==> config.mk <==
export PLATFORM = sky130hd
export DESIGN_NAME = lpr_regs
export DESIGN_NICKNAME = d
export VERILOG_FILES = /design/src/pkg/lpr_pkg.sv /design/src/hw/lpr_valid_timer.sv /design/src/hw/lpr_regs.sv
export SDC_FILE = /design/constraint.sdc
export NUM_CORES = 1
export LEC_CHECK = 0
export ABC_AREA = 1
export ABC_CLOCK_PERIOD_IN_PS = 1800
export BUFFER_PORTS_ARGS = -buffer_cell sky130_fd_sc_hd__buf_2
export CORE_ASPECT_RATIO = 0.7
export CORE_UTILIZATION = 55
export DETAILED_ROUTE_END_ITERATION = 16
export PLACE_DENSITY = 0.78
export SLEW_MARGIN = 5
export SYNTH_ARGS = -nofsm -noshare
export SYNTH_HDL_FRONTEND = slang
export SYNTH_SLANG_ARGS = --single-unit
==> constraint.sdc <==
create_clock -name mclk -period 1.8 [get_ports mclk]
set_input_delay 0.18 -clock mclk [delete_from_list [all_inputs] [get_ports mclk]]
set_output_delay 0.18 -clock mclk [all_outputs]
set_load 0.02 [all_outputs]
==> src/pkg/lpr_pkg.sv <==
// Package with register map, reset values and timing for the polarity block.
package lpr_pkg;

  localparam logic [7:0] LPR_ADDR_SNAPSHOT  = 8'h26;
  localparam logic [7:0] LPR_ADDR_PROGRAMMED = 8'h1d;
  localparam logic [7:0] LPR_ADDR_ACTIVE    = 8'h23;
  localparam logic [7:0] LPR_ADDR_PRODUCT   = 8'hfd;
  localparam logic [7:0] LPR_ADDR_MAKER     = 8'hfe;
  localparam logic [7:0] LPR_ADDR_REVISION  = 8'hff;

  localparam logic [7:0] LPR_RST_POLARITY = 8'h00;

  // Field positions: sense bipolar bits 7..4, bus bipolar bits 3..0.
  localparam int LPR_SENSE_LSB = 4;
  localparam int LPR_BUS_LSB   = 0;

  // Result registers become valid this long after an update command.
  localparam int LPR_VALID_TIME_US = 1000;
  localparam int LPR_CLK_MHZ       = 100;
  localparam int LPR_VALID_CYCLES  = LPR_VALID_TIME_US * LPR_CLK_MHZ;

endpackage : lpr_pkg

==> src/hw/lpr_valid_timer.sv <==
// Counter that marks the snapshot valid a fixed time after an update.
`timescale 1ns/1ps
module lpr_valid_timer #(
  parameter int CYCLES = 100000
) (
  input  wire logic mclk,   // System clock.
  input  wire logic rst,    // Synchronous reset, active high.
  input  wire logic start,  // Restart the wait.
  output logic      valid   // High once the wait has elapsed.
);
  localparam int CW = $clog2(CYCLES + 1);

  initial begin
    if (CYCLES < 1) $error("lpr_valid_timer: CYCLES must be at least 1");
  end

  logic [CW-1:0] count;

  always_ff @(posedge mclk) begin
    if (rst) begin
      count <= '0;
      valid <= 1'b0;
    end else if (start) begin
      count <= CW'(CYCLES - 1);
      valid <= 1'b0;
    end else if (count != '0) begin
      count <= count - 1'b1;
    end else begin
      valid <= 1'b1;
    end
  end
endmodule // lpr_valid_timer

==> src/hw/lpr_regs.sv <==
// Latched polarity and identification register slice.
//
// Overview of operation
// - Every update command variant copies the prior active setting into the snapshot.
// - Programmed setting takes effect only at an update; active holds it.
// - Snapshot is valid one millisecond after any update command.
// - Bits 7..4 are sense channels 1..4; set means bipolar two's complement.
// - Bits 3..0 are bus channels 1..4; set means bipolar two's complement.
// - Product code always readable, writable only in test mode.
// - Maker code is a fixed read-only byte.
// - Revision code is a fixed read-only byte.
`timescale 1ns/1ps
module lpr_regs #(
  parameter logic [7:0] PRODUCT_CODE  = 8'h01, // Arbitrary value.
  parameter logic [7:0] MAKER_CODE    = 8'h02, // Arbitrary value.
  parameter logic [7:0] REVISION_CODE = 8'h04, // Arbitrary value.
  parameter int         VALID_CYCLES  = lpr_pkg::LPR_VALID_CYCLES
) (
  input  wire logic       mclk,            // System clock, 100 MHz.
  input  wire logic       rst,             // Synchronous reset, active high.
  input  wire logic [7:0] addr,            // Register address.
  input  wire logic [7:0] wdata,           // Write data.
  input  wire logic       wr,              // Write strobe.
  input  wire logic       rd,              // Read strobe.
  output logic      [7:0] rdata,           // Read data, cycle after rd.
  input  wire logic       test_unlock,     // Test mode unlocked.
  input  wire logic       update_cmd,      // Any update command variant.
  output logic      [7:0] active_polarity_setting, // Settings in force.
  output logic      [3:0] sense_bipolar,   // Snapshot sense bits, ch1..4.
  output logic      [3:0] bus_bipolar,     // Snapshot bus bits, ch1..4.
  output logic            snapshot_valid   // Snapshot results valid.
);

  initial begin
    if (VALID_CYCLES < 1) $error("lpr_regs: VALID_CYCLES must be >= 1");
  end

  logic [7:0] programmed_polarity_setting;
  logic [7:0] latched_polarity_snapshot;
  logic [7:0] product_code_field;
  logic [7:0] next_rdata;
  logic       timer_valid;

  function automatic logic hit(input logic [7:0] a, input logic [7:0] r);
    return a == r;
  endfunction

  // Programmed setting is staged by the host and has no effect on its own.
  // Writes are gated by test unlock so a stray write cannot disturb it.
  always_ff @(posedge mclk) begin
    if (rst) begin
      programmed_polarity_setting <= lpr_pkg::LPR_RST_POLARITY;
    end else if (wr && test_unlock &&
                 hit(addr, lpr_pkg::LPR_ADDR_PROGRAMMED)) begin
      programmed_polarity_setting <= wdata;
    end
  end

  // Active takes the programmed value only on an update; snapshot keeps the
  // value active just before, matching the dataset of that conversion.
  always_ff @(posedge mclk) begin
    if (rst) begin
      active_polarity_setting   <= lpr_pkg::LPR_RST_POLARITY;
      latched_polarity_snapshot <= lpr_pkg::LPR_RST_POLARITY;
    end else if (update_cmd) begin
      active_polarity_setting   <= programmed_polarity_setting;
      latched_polarity_snapshot <= active_polarity_setting;
    end
  end

  always_ff @(posedge mclk) begin
    if (rst) begin
      product_code_field <= PRODUCT_CODE;
    end else if (wr && test_unlock &&
                 hit(addr, lpr_pkg::LPR_ADDR_PRODUCT)) begin
      product_code_field <= wdata;
    end
  end

  lpr_valid_timer #(
    .CYCLES(VALID_CYCLES)
  ) u_timer (
    .mclk  (mclk),
    .rst   (rst),
    .start (update_cmd),
    .valid (timer_valid)
  );

  always_ff @(posedge mclk) begin
    if (rst) begin
      snapshot_valid <= 1'b0;
      sense_bipolar  <= '0;
      bus_bipolar    <= '0;
    end else begin
      snapshot_valid <= timer_valid && !update_cmd;
      sense_bipolar  <= latched_polarity_snapshot[
                          lpr_pkg::LPR_SENSE_LSB +: 4];
      bus_bipolar    <= latched_polarity_snapshot[
                          lpr_pkg::LPR_BUS_LSB +: 4];
    end
  end

  always_comb begin
    next_rdata = 8'h00;
    if (hit(addr, lpr_pkg::LPR_ADDR_SNAPSHOT)) begin
      next_rdata = latched_polarity_snapshot;
    end else if (hit(addr, lpr_pkg::LPR_ADDR_ACTIVE)) begin
      next_rdata = active_polarity_setting;
    end else if (hit(addr, lpr_pkg::LPR_ADDR_PROGRAMMED)) begin
      next_rdata = programmed_polarity_setting;
    end else if (hit(addr, lpr_pkg::LPR_ADDR_PRODUCT)) begin
      next_rdata = product_code_field;
    end else if (hit(addr, lpr_pkg::LPR_ADDR_MAKER)) begin
      next_rdata = MAKER_CODE;
    end else if (hit(addr, lpr_pkg::LPR_ADDR_REVISION)) begin
      next_rdata = REVISION_CODE;
    end
  end

  // Read data stands only in the cycle after the strobe, zero otherwise.
  always_ff @(posedge mclk) begin
    if (rst) begin
      rdata <= 8'h00;
    end else if (rd) begin
      rdata <= next_rdata;
    end else begin
      rdata <= 8'h00;
    end
  end

  // True for every address that this slice answers on reads.
  function automatic logic is_mapped(input logic [7:0] a);
    return hit(a, lpr_pkg::LPR_ADDR_SNAPSHOT) ||
           hit(a, lpr_pkg::LPR_ADDR_ACTIVE) ||
           hit(a, lpr_pkg::LPR_ADDR_PROGRAMMED) ||
           hit(a, lpr_pkg::LPR_ADDR_PRODUCT) ||
           hit(a, lpr_pkg::LPR_ADDR_MAKER) ||
           hit(a, lpr_pkg::LPR_ADDR_REVISION);
  endfunction

  // Cycles since the last update, all ones from reset to the first update; counts up from zero and saturates at all ones.
  // Valid timing is checked against this count, not against the timer.
  logic [31:0] since_update;

  always_ff @(posedge mclk) begin
    if (rst) begin
      since_update <= 32'hffff_ffff;
    end else if (update_cmd) begin
      since_update <= 32'h0000_0000;
    end else if (since_update != 32'hffff_ffff) begin
      since_update <= since_update + 32'h0000_0001;
    end
  end

  a_snapshot_prior: assert property (@(posedge mclk) disable iff (rst)
    update_cmd |=> latched_polarity_snapshot == $past(active_polarity_setting))
    else $error("snapshot did not take prior active value");

  a_active_update: assert property (@(posedge mclk) disable iff (rst)
    update_cmd |=> active_polarity_setting ==
                   $past(programmed_polarity_setting))
    else $error("active did not take programmed value");

  a_active_hold: assert property (@(posedge mclk) disable iff (rst)
    !update_cmd |=> $stable(active_polarity_setting))
    else $error("active changed without update");

  a_valid_clear: assert property (@(posedge mclk) disable iff (rst)
    update_cmd |=> !snapshot_valid [*8])
    else $error("snapshot valid too early");

  a_sense_map: assert property (@(posedge mclk) disable iff (rst)
    sense_bipolar == $past(latched_polarity_snapshot[7:4]))
    else $error("sense bit mapping wrong");

  a_bus_map: assert property (@(posedge mclk) disable iff (rst)
    bus_bipolar == $past(latched_polarity_snapshot[3:0]))
    else $error("bus bit mapping wrong");

  a_product_lock: assert property (@(posedge mclk) disable iff (rst)
    (wr && !test_unlock) |=> $stable(product_code_field))
    else $error("product code written while locked");

  a_maker_read: assert property (@(posedge mclk) disable iff (rst)
    (rd && addr == lpr_pkg::LPR_ADDR_MAKER) |=> rdata == MAKER_CODE)
    else $error("maker code read wrong");

  a_revision_read: assert property (@(posedge mclk) disable iff (rst)
    (rd && addr == lpr_pkg::LPR_ADDR_REVISION) |=> rdata == REVISION_CODE)
    else $error("revision code read wrong");

  a_locked_write: assert property (@(posedge mclk) disable iff (rst)
    (wr && !test_unlock && !update_cmd) |=>
      $stable(programmed_polarity_setting) &&
      $stable(latched_polarity_snapshot))
    else $error("register changed by locked write");

  // Read path: data stands one cycle after the strobe, zero elsewhere.
  a_rdata_idle: assert property (
    @(posedge mclk) disable iff (rst) !rd |=> rdata == 8'h00)
    else $error("read data not zero outside a read");

  a_unmapped_read: assert property (
    @(posedge mclk) disable iff (rst)
    (rd && !is_mapped(addr)) |=> rdata == 8'h00)
    else $error("unmapped read not zero");

  a_snapshot_read: assert property (
    @(posedge mclk) disable iff (rst)
    (rd && hit(addr, lpr_pkg::LPR_ADDR_SNAPSHOT)) |=>
      rdata == $past(latched_polarity_snapshot))
    else $error("snapshot read wrong");

  a_active_read: assert property (
    @(posedge mclk) disable iff (rst)
    (rd && hit(addr, lpr_pkg::LPR_ADDR_ACTIVE)) |=>
      rdata == $past(active_polarity_setting))
    else $error("active read wrong");

  a_programmed_read: assert property (
    @(posedge mclk) disable iff (rst)
    (rd && hit(addr, lpr_pkg::LPR_ADDR_PROGRAMMED)) |=>
      rdata == $past(programmed_polarity_setting))
    else $error("programmed read wrong");

  a_product_read: assert property (
    @(posedge mclk) disable iff (rst)
    (rd && hit(addr, lpr_pkg::LPR_ADDR_PRODUCT)) |=>
      rdata == $past(product_code_field))
    else $error("product read wrong");

  a_product_locked_read: assert property (
    @(posedge mclk) disable iff (rst)
    (rd && !test_unlock && hit(addr, lpr_pkg::LPR_ADDR_PRODUCT)) |=>
      rdata == $past(product_code_field))
    else $error("product not readable while locked");

  a_maker_unlocked: assert property (
    @(posedge mclk) disable iff (rst)
    (rd && test_unlock && hit(addr, lpr_pkg::LPR_ADDR_MAKER)) |=>
      rdata == MAKER_CODE)
    else $error("maker code changed in test mode");

  a_revision_unlocked: assert property (
    @(posedge mclk) disable iff (rst)
    (rd && test_unlock && hit(addr, lpr_pkg::LPR_ADDR_REVISION)) |=>
      rdata == REVISION_CODE)
    else $error("revision code changed in test mode");

  // Write path: only unlocked writes to the two writable bytes land, and
  // the snapshot and active bytes never take host data.
  a_programmed_write: assert property (
    @(posedge mclk) disable iff (rst)
    (wr && test_unlock && hit(addr, lpr_pkg::LPR_ADDR_PROGRAMMED)) |=>
      programmed_polarity_setting == $past(wdata))
    else $error("programmed write lost");

  a_programmed_hold: assert property (
    @(posedge mclk) disable iff (rst)
    !(wr && test_unlock && hit(addr, lpr_pkg::LPR_ADDR_PROGRAMMED)) |=>
      $stable(programmed_polarity_setting))
    else $error("programmed changed without write");

  a_product_write: assert property (
    @(posedge mclk) disable iff (rst)
    (wr && test_unlock && hit(addr, lpr_pkg::LPR_ADDR_PRODUCT)) |=>
      product_code_field == $past(wdata))
    else $error("product write lost in test mode");

  a_product_hold: assert property (
    @(posedge mclk) disable iff (rst)
    !(wr && test_unlock && hit(addr, lpr_pkg::LPR_ADDR_PRODUCT)) |=>
      $stable(product_code_field))
    else $error("product changed without write");

  a_snapshot_write: assert property (
    @(posedge mclk) disable iff (rst)
    (wr && !update_cmd && hit(addr, lpr_pkg::LPR_ADDR_SNAPSHOT)) |=>
      $stable(latched_polarity_snapshot))
    else $error("snapshot took host data");

  a_active_write: assert property (
    @(posedge mclk) disable iff (rst)
    (wr && !update_cmd && hit(addr, lpr_pkg::LPR_ADDR_ACTIVE)) |=>
      $stable(active_polarity_setting))
    else $error("active took host data");

  a_active_locked: assert property (
    @(posedge mclk) disable iff (rst)
    (wr && !test_unlock && !update_cmd) |=>
      $stable(active_polarity_setting))
    else $error("active changed by locked write");

  // Reset clears state one edge later, whatever else is on the bus.
  a_reset_state: assert property (
    @(posedge mclk)
    rst |=> rdata == 8'h00 &&
            active_polarity_setting == lpr_pkg::LPR_RST_POLARITY &&
            latched_polarity_snapshot == lpr_pkg::LPR_RST_POLARITY &&
            !snapshot_valid)
    else $error("state not cleared by reset");

  a_product_reset: assert property (
    @(posedge mclk) rst |=> product_code_field == PRODUCT_CODE)
    else $error("product code not restored by reset");

  // Valid must stay low for the whole wait and rise exactly when it ends;
  // a host that polls too early would otherwise read a mixed dataset.
  a_valid_early: assert property (
    @(posedge mclk) disable iff (rst)
    (since_update <= 32'(VALID_CYCLES)) |-> !snapshot_valid)
    else $error("snapshot valid before the wait ended");

  a_valid_due: assert property (
    @(posedge mclk) disable iff (rst)
    (since_update == 32'(VALID_CYCLES + 1)) |-> snapshot_valid)
    else $error("snapshot valid late");

  a_valid_set: assert property (
    @(posedge mclk) disable iff (rst)
    (timer_valid && !update_cmd) |=> snapshot_valid)
    else $error("snapshot valid not following timer");

  a_valid_hold: assert property (
    @(posedge mclk) disable iff (rst)
    (snapshot_valid && !update_cmd) |=> snapshot_valid)
    else $error("snapshot valid dropped without update");

  a_timer_restart: assert property (
    @(posedge mclk) disable iff (rst)
    update_cmd |=> !timer_valid)
    else $error("timer not restarted by update");

  // Field checks tie each half of the snapshot and each output to the
  // setting that was in force before the update.
  a_sense_field: assert property (
    @(posedge mclk) disable iff (rst)
    $past(update_cmd) |->
      latched_polarity_snapshot[7:4] == $past(active_polarity_setting[7:4]))
    else $error("sense field not latched");

  a_bus_field: assert property (
    @(posedge mclk) disable iff (rst)
    $past(update_cmd) |->
      latched_polarity_snapshot[3:0] == $past(active_polarity_setting[3:0]))
    else $error("bus field not latched");

  a_sense_lag: assert property (
    @(posedge mclk) disable iff (rst)
    $past(update_cmd, 2) |->
      sense_bipolar == $past(active_polarity_setting[7:4], 2))
    else $error("sense outputs not from prior setting");

  a_bus_lag: assert property (
    @(posedge mclk) disable iff (rst)
    $past(update_cmd, 2) |->
      bus_bipolar == $past(active_polarity_setting[3:0], 2))
    else $error("bus outputs not from prior setting");

endmodule // lpr_regs

==> flow_metrics.py <==
metrics = {
    "run_status": {
        "outcome": "finished, final reports clean",
    },
    "floorplan": {
        "io_pins": 47,
        "rows": 21,
        "initial_utilization_pct": 58.6,
        "core_um2": 4890,
        "dieArea_um2": 5510,
        "die_w_um": 88.3,
        "die_h_um": 62.4,
    },
    "timing": {
        "relSlewSlack_pct": 55.5,
        "clock_skew_ns": 0.0105,
        "final_max_slew_viol_count": 0,
        "period_needed_ns": 1.66,
        "worst_pin_slew_ns": 0.667,
        "setup_ws_ns": 0.140,
        "setup_viol": 0,
        "final.setup.tns_ns": 0,
        "finalCritPeriodShare_pct": 92.2,
        "hold_ws_ns": 0.0668,
        "hold_viol_final": 0,
        "timing.fmax_mhz": 602,
    },
    "drt": {
        "drt-pass1-iter-count": 5,
        "detail_route.vias_per_cell": 5.07,
        "drt_iter0_drc": 304,
        "wire_per_inst_um": 12.2,
        "drc": 0,
        "final_antenna_net_count": 0,
        "vias": 2612,
        "drt_wl_total_um": 6260,
    },
    "logic_synthesis": {
        "synth-edff-count": 0,
        "synth.most_common_cell": "nor2_1",
        "ys.flop_type": "dfxtp_1",
        "synth_top_cell_by_area": "dfxtp_1",
        "yosys_warnings": 0,
        "synth.area.top_cells": "dfxtp_1, nor2_1, nand2_1",
        "yosys-top-cells-count": "nor2_1, dfxtp_1, nand2_1, a21oi_1, inv_1",
        "ys_seq_area_share_pct": 46.8,
        "synth_top_area_share_pct": 46.8,
        "syn-num-nets": 411,
        "synth_cell_types": 24,
        "syn_area_um2": 2870,
        "async_reset_ff_share_pct": 0,
        "ys_seq_elements": 67,
        "syn_avg_cell_area_um2": 7.38,
        "netlist_instances": 388,
    },
    "placed_design": {
        "dp_hpwl_um": 4620,
        "place_congestion": 0.886,
        "place.port_buffers": 46,
        "preCtsSetupSlack_ns": 0.0548,
    },
    "clocking": {
        "root_buffer": "clkbuf_8",
        "cts_tree": "done",
        "max-clock-path-buffers": 2,
        "cts_buffers": 9,
        "clk_latency_ns": 0.34,
        "clkSinkCount": 67,
        "clkSlewWorstSetupHoldPaths_ns": 0.08,
        "postCtsSetupRepairBufs": 0,
        "h-tree-depth": 3,
    },
    "worst_setup_path": {
        "reg2reg_from": "u_timer.count[14]",
        "setup.worst_path.start_class": "register",
        "worstPathRequired_ns": 2.02,
        "r2r.worst_path.cells": 8,
        "cp.arrival_ns": 1.88,
        "critPathLaunch": "u_timer.count[14]",
        "cp_max_fo": 8,
        "worstSetupEndpointType": "register",
        "critPathKind": "reg -> reg",
        "ff2ff_setup_slack_ns": 0.14,
        "r2r_end": "u_timer.count[1]",
    },
    "power_and_ir_drop": {
        "power.share.sequential_pct": 49.6,
        "combPwrFrac_pct": 10.9,
        "internal_power_mw": 2.30,
        "peakVddDrop_mv": 0.556,
        "power.density_nw_per_um2": 929,
        "pwr-share-clk_pct": 39.4,
        "swShare_pct": 27.3,
        "power.leakage_nw": 1.54,
        "p_sw_mw": 0.862,
    },
    "hold_path": {
        "hold_class": "in -> reg",
        "whs_endpoint": "product_code_field[0]",
        "hold_depth": 3,
        "worstHoldStart": "wdata[0]",
    },
    "layout": {
        "n_antenna_cell": 0,
        "nets": 464,
        "drive_gt1_share_pct": 18.8,
        "syn_to_final_growth_pct": 18.7,
    },
    "job": {
        "drv_cap": 0,
    },
    "global_routing": {
        "overflow": 0,
        "grt_pass1_wl_um": 10600,
        "grt_max_degree": 26,
        "antenna_found_initial": 0,
        "grt_usage_pct": 25.3,
        "grt_pass1_vias": 2293,
    },
}
[worst max path at each step]
stage | slack [ns] | to | cells after the start
2_1_floorplan | 0.24 | u_timer.count[3] | 8
3_3_place_gp | 0.13 | u_timer.count[0] | 9
3_5_place_dp | 0.05 | u_timer.count[1] | 9
4_1_cts | 0.04 | u_timer.count[1] | 9
5_1_grt | -0.004 | u_timer.count[1] | 8
6_report | 0.14 | u_timer.count[1] | 8
[kinds of logic (layout without fill, tap and decap cells)]
family	count (synthesis)	in the layout	synth area share, %
simple gates	187	188	29.7
compound gates	68	68	12.0
flops	67	67	46.8
buf+inv	55	112	7.99
xor+xnor	10	10	3.06
fa+ha+maj	1	1	0.437
[worst max-delay path: stages, from the launching register on]
cell	delay, ns
dfxtp_1	0.34
nor2_1	0.15
nand2_1	0.14
nor2_1	0.41
nand3_4	0.21
nand2_1	0.11
nand2_1	0.05
nor2_1	0.10
nor2_1	0.04
[registers in the layout, indices dropped and copies added (netlist names)]
signal,count
active_polarity_setting,8
bus_bipolar,4
latched_polarity_snapshot,8
product_code_field,8
programmed_polarity_setting,8
rdata,8
sense_bipolar,4
snapshot_valid,1
u_timer.count,17
u_timer.valid,1
[metal layers]
metal	vias up	wire length, um	part of all wire, %	global-route usage [%]
met4	0	36	0.57	8.06
met2	118	2430	39	32.4
met1	1131	3160	50	38.7
met5	-	0	0	0
met3	4	641	10	9.38
li1	1359	-	-	-
[cell type report]
cell class                 count  area [um2]
multi-input combinational    267        1320
clock inverter                 7        76.3
sequential                    67        1340
fill                         435        1490
inverter                      42         163
tap                           69        86.3
clock buffer                   9         124
timing repair buffer          54         290
[layout by cell type (no fill, tap or decap), types with 7 or more instances in the layout]
master / n
inv_1: 41
nand3_1: 40
a21oi_1: 41
buf_2: 46
nor2_1: 71
buf_4: 8
o21ai_0: 24
clkbuf_8: 9
xor2_1: 7
dfxtp_1: 67
nand2_1: 63
[stage by stage]
| stage | util (%) | power, mW | instance area [um2] | instances |
|---|---|---|---|---|
| global placement | 65.0 | 1.92 | 3180 | 498 |
| CTS | 69.1 | 3.16 | 3380 | 514 |
| finish | 69.6 | 3.16 | 3400 | 515 |
| floorplan | - | 1.83 | 2870 | 388 |
| detailed placement | 65.0 | 1.93 | 3180 | 498 |
| global route | 69.6 | 3.30 | 3400 | 515 |
[power by group through the flow]
| stage | Clock (mW) | Sequential [mW] | Combinational, mW |
|---|---|---|---|
| 2_1_floorplan | 0 | 1.61 | 0.214 |
| 3_3_place_gp | 0 | 1.60 | 0.323 |
| 3_5_place_dp | 0 | 1.60 | 0.330 |
| 4_1_cts | 1.26 | 1.57 | 0.331 |
| 5_1_grt | 1.33 | 1.58 | 0.390 |
| 6_report | 1.25 | 1.57 | 0.346 |
[repair_timing]
item	CTS	global route
gates resized for setup	0	3
endpoints found under the setup margin	0	11
hold buffers	0	0
Power figures use the tool's default switching activity.
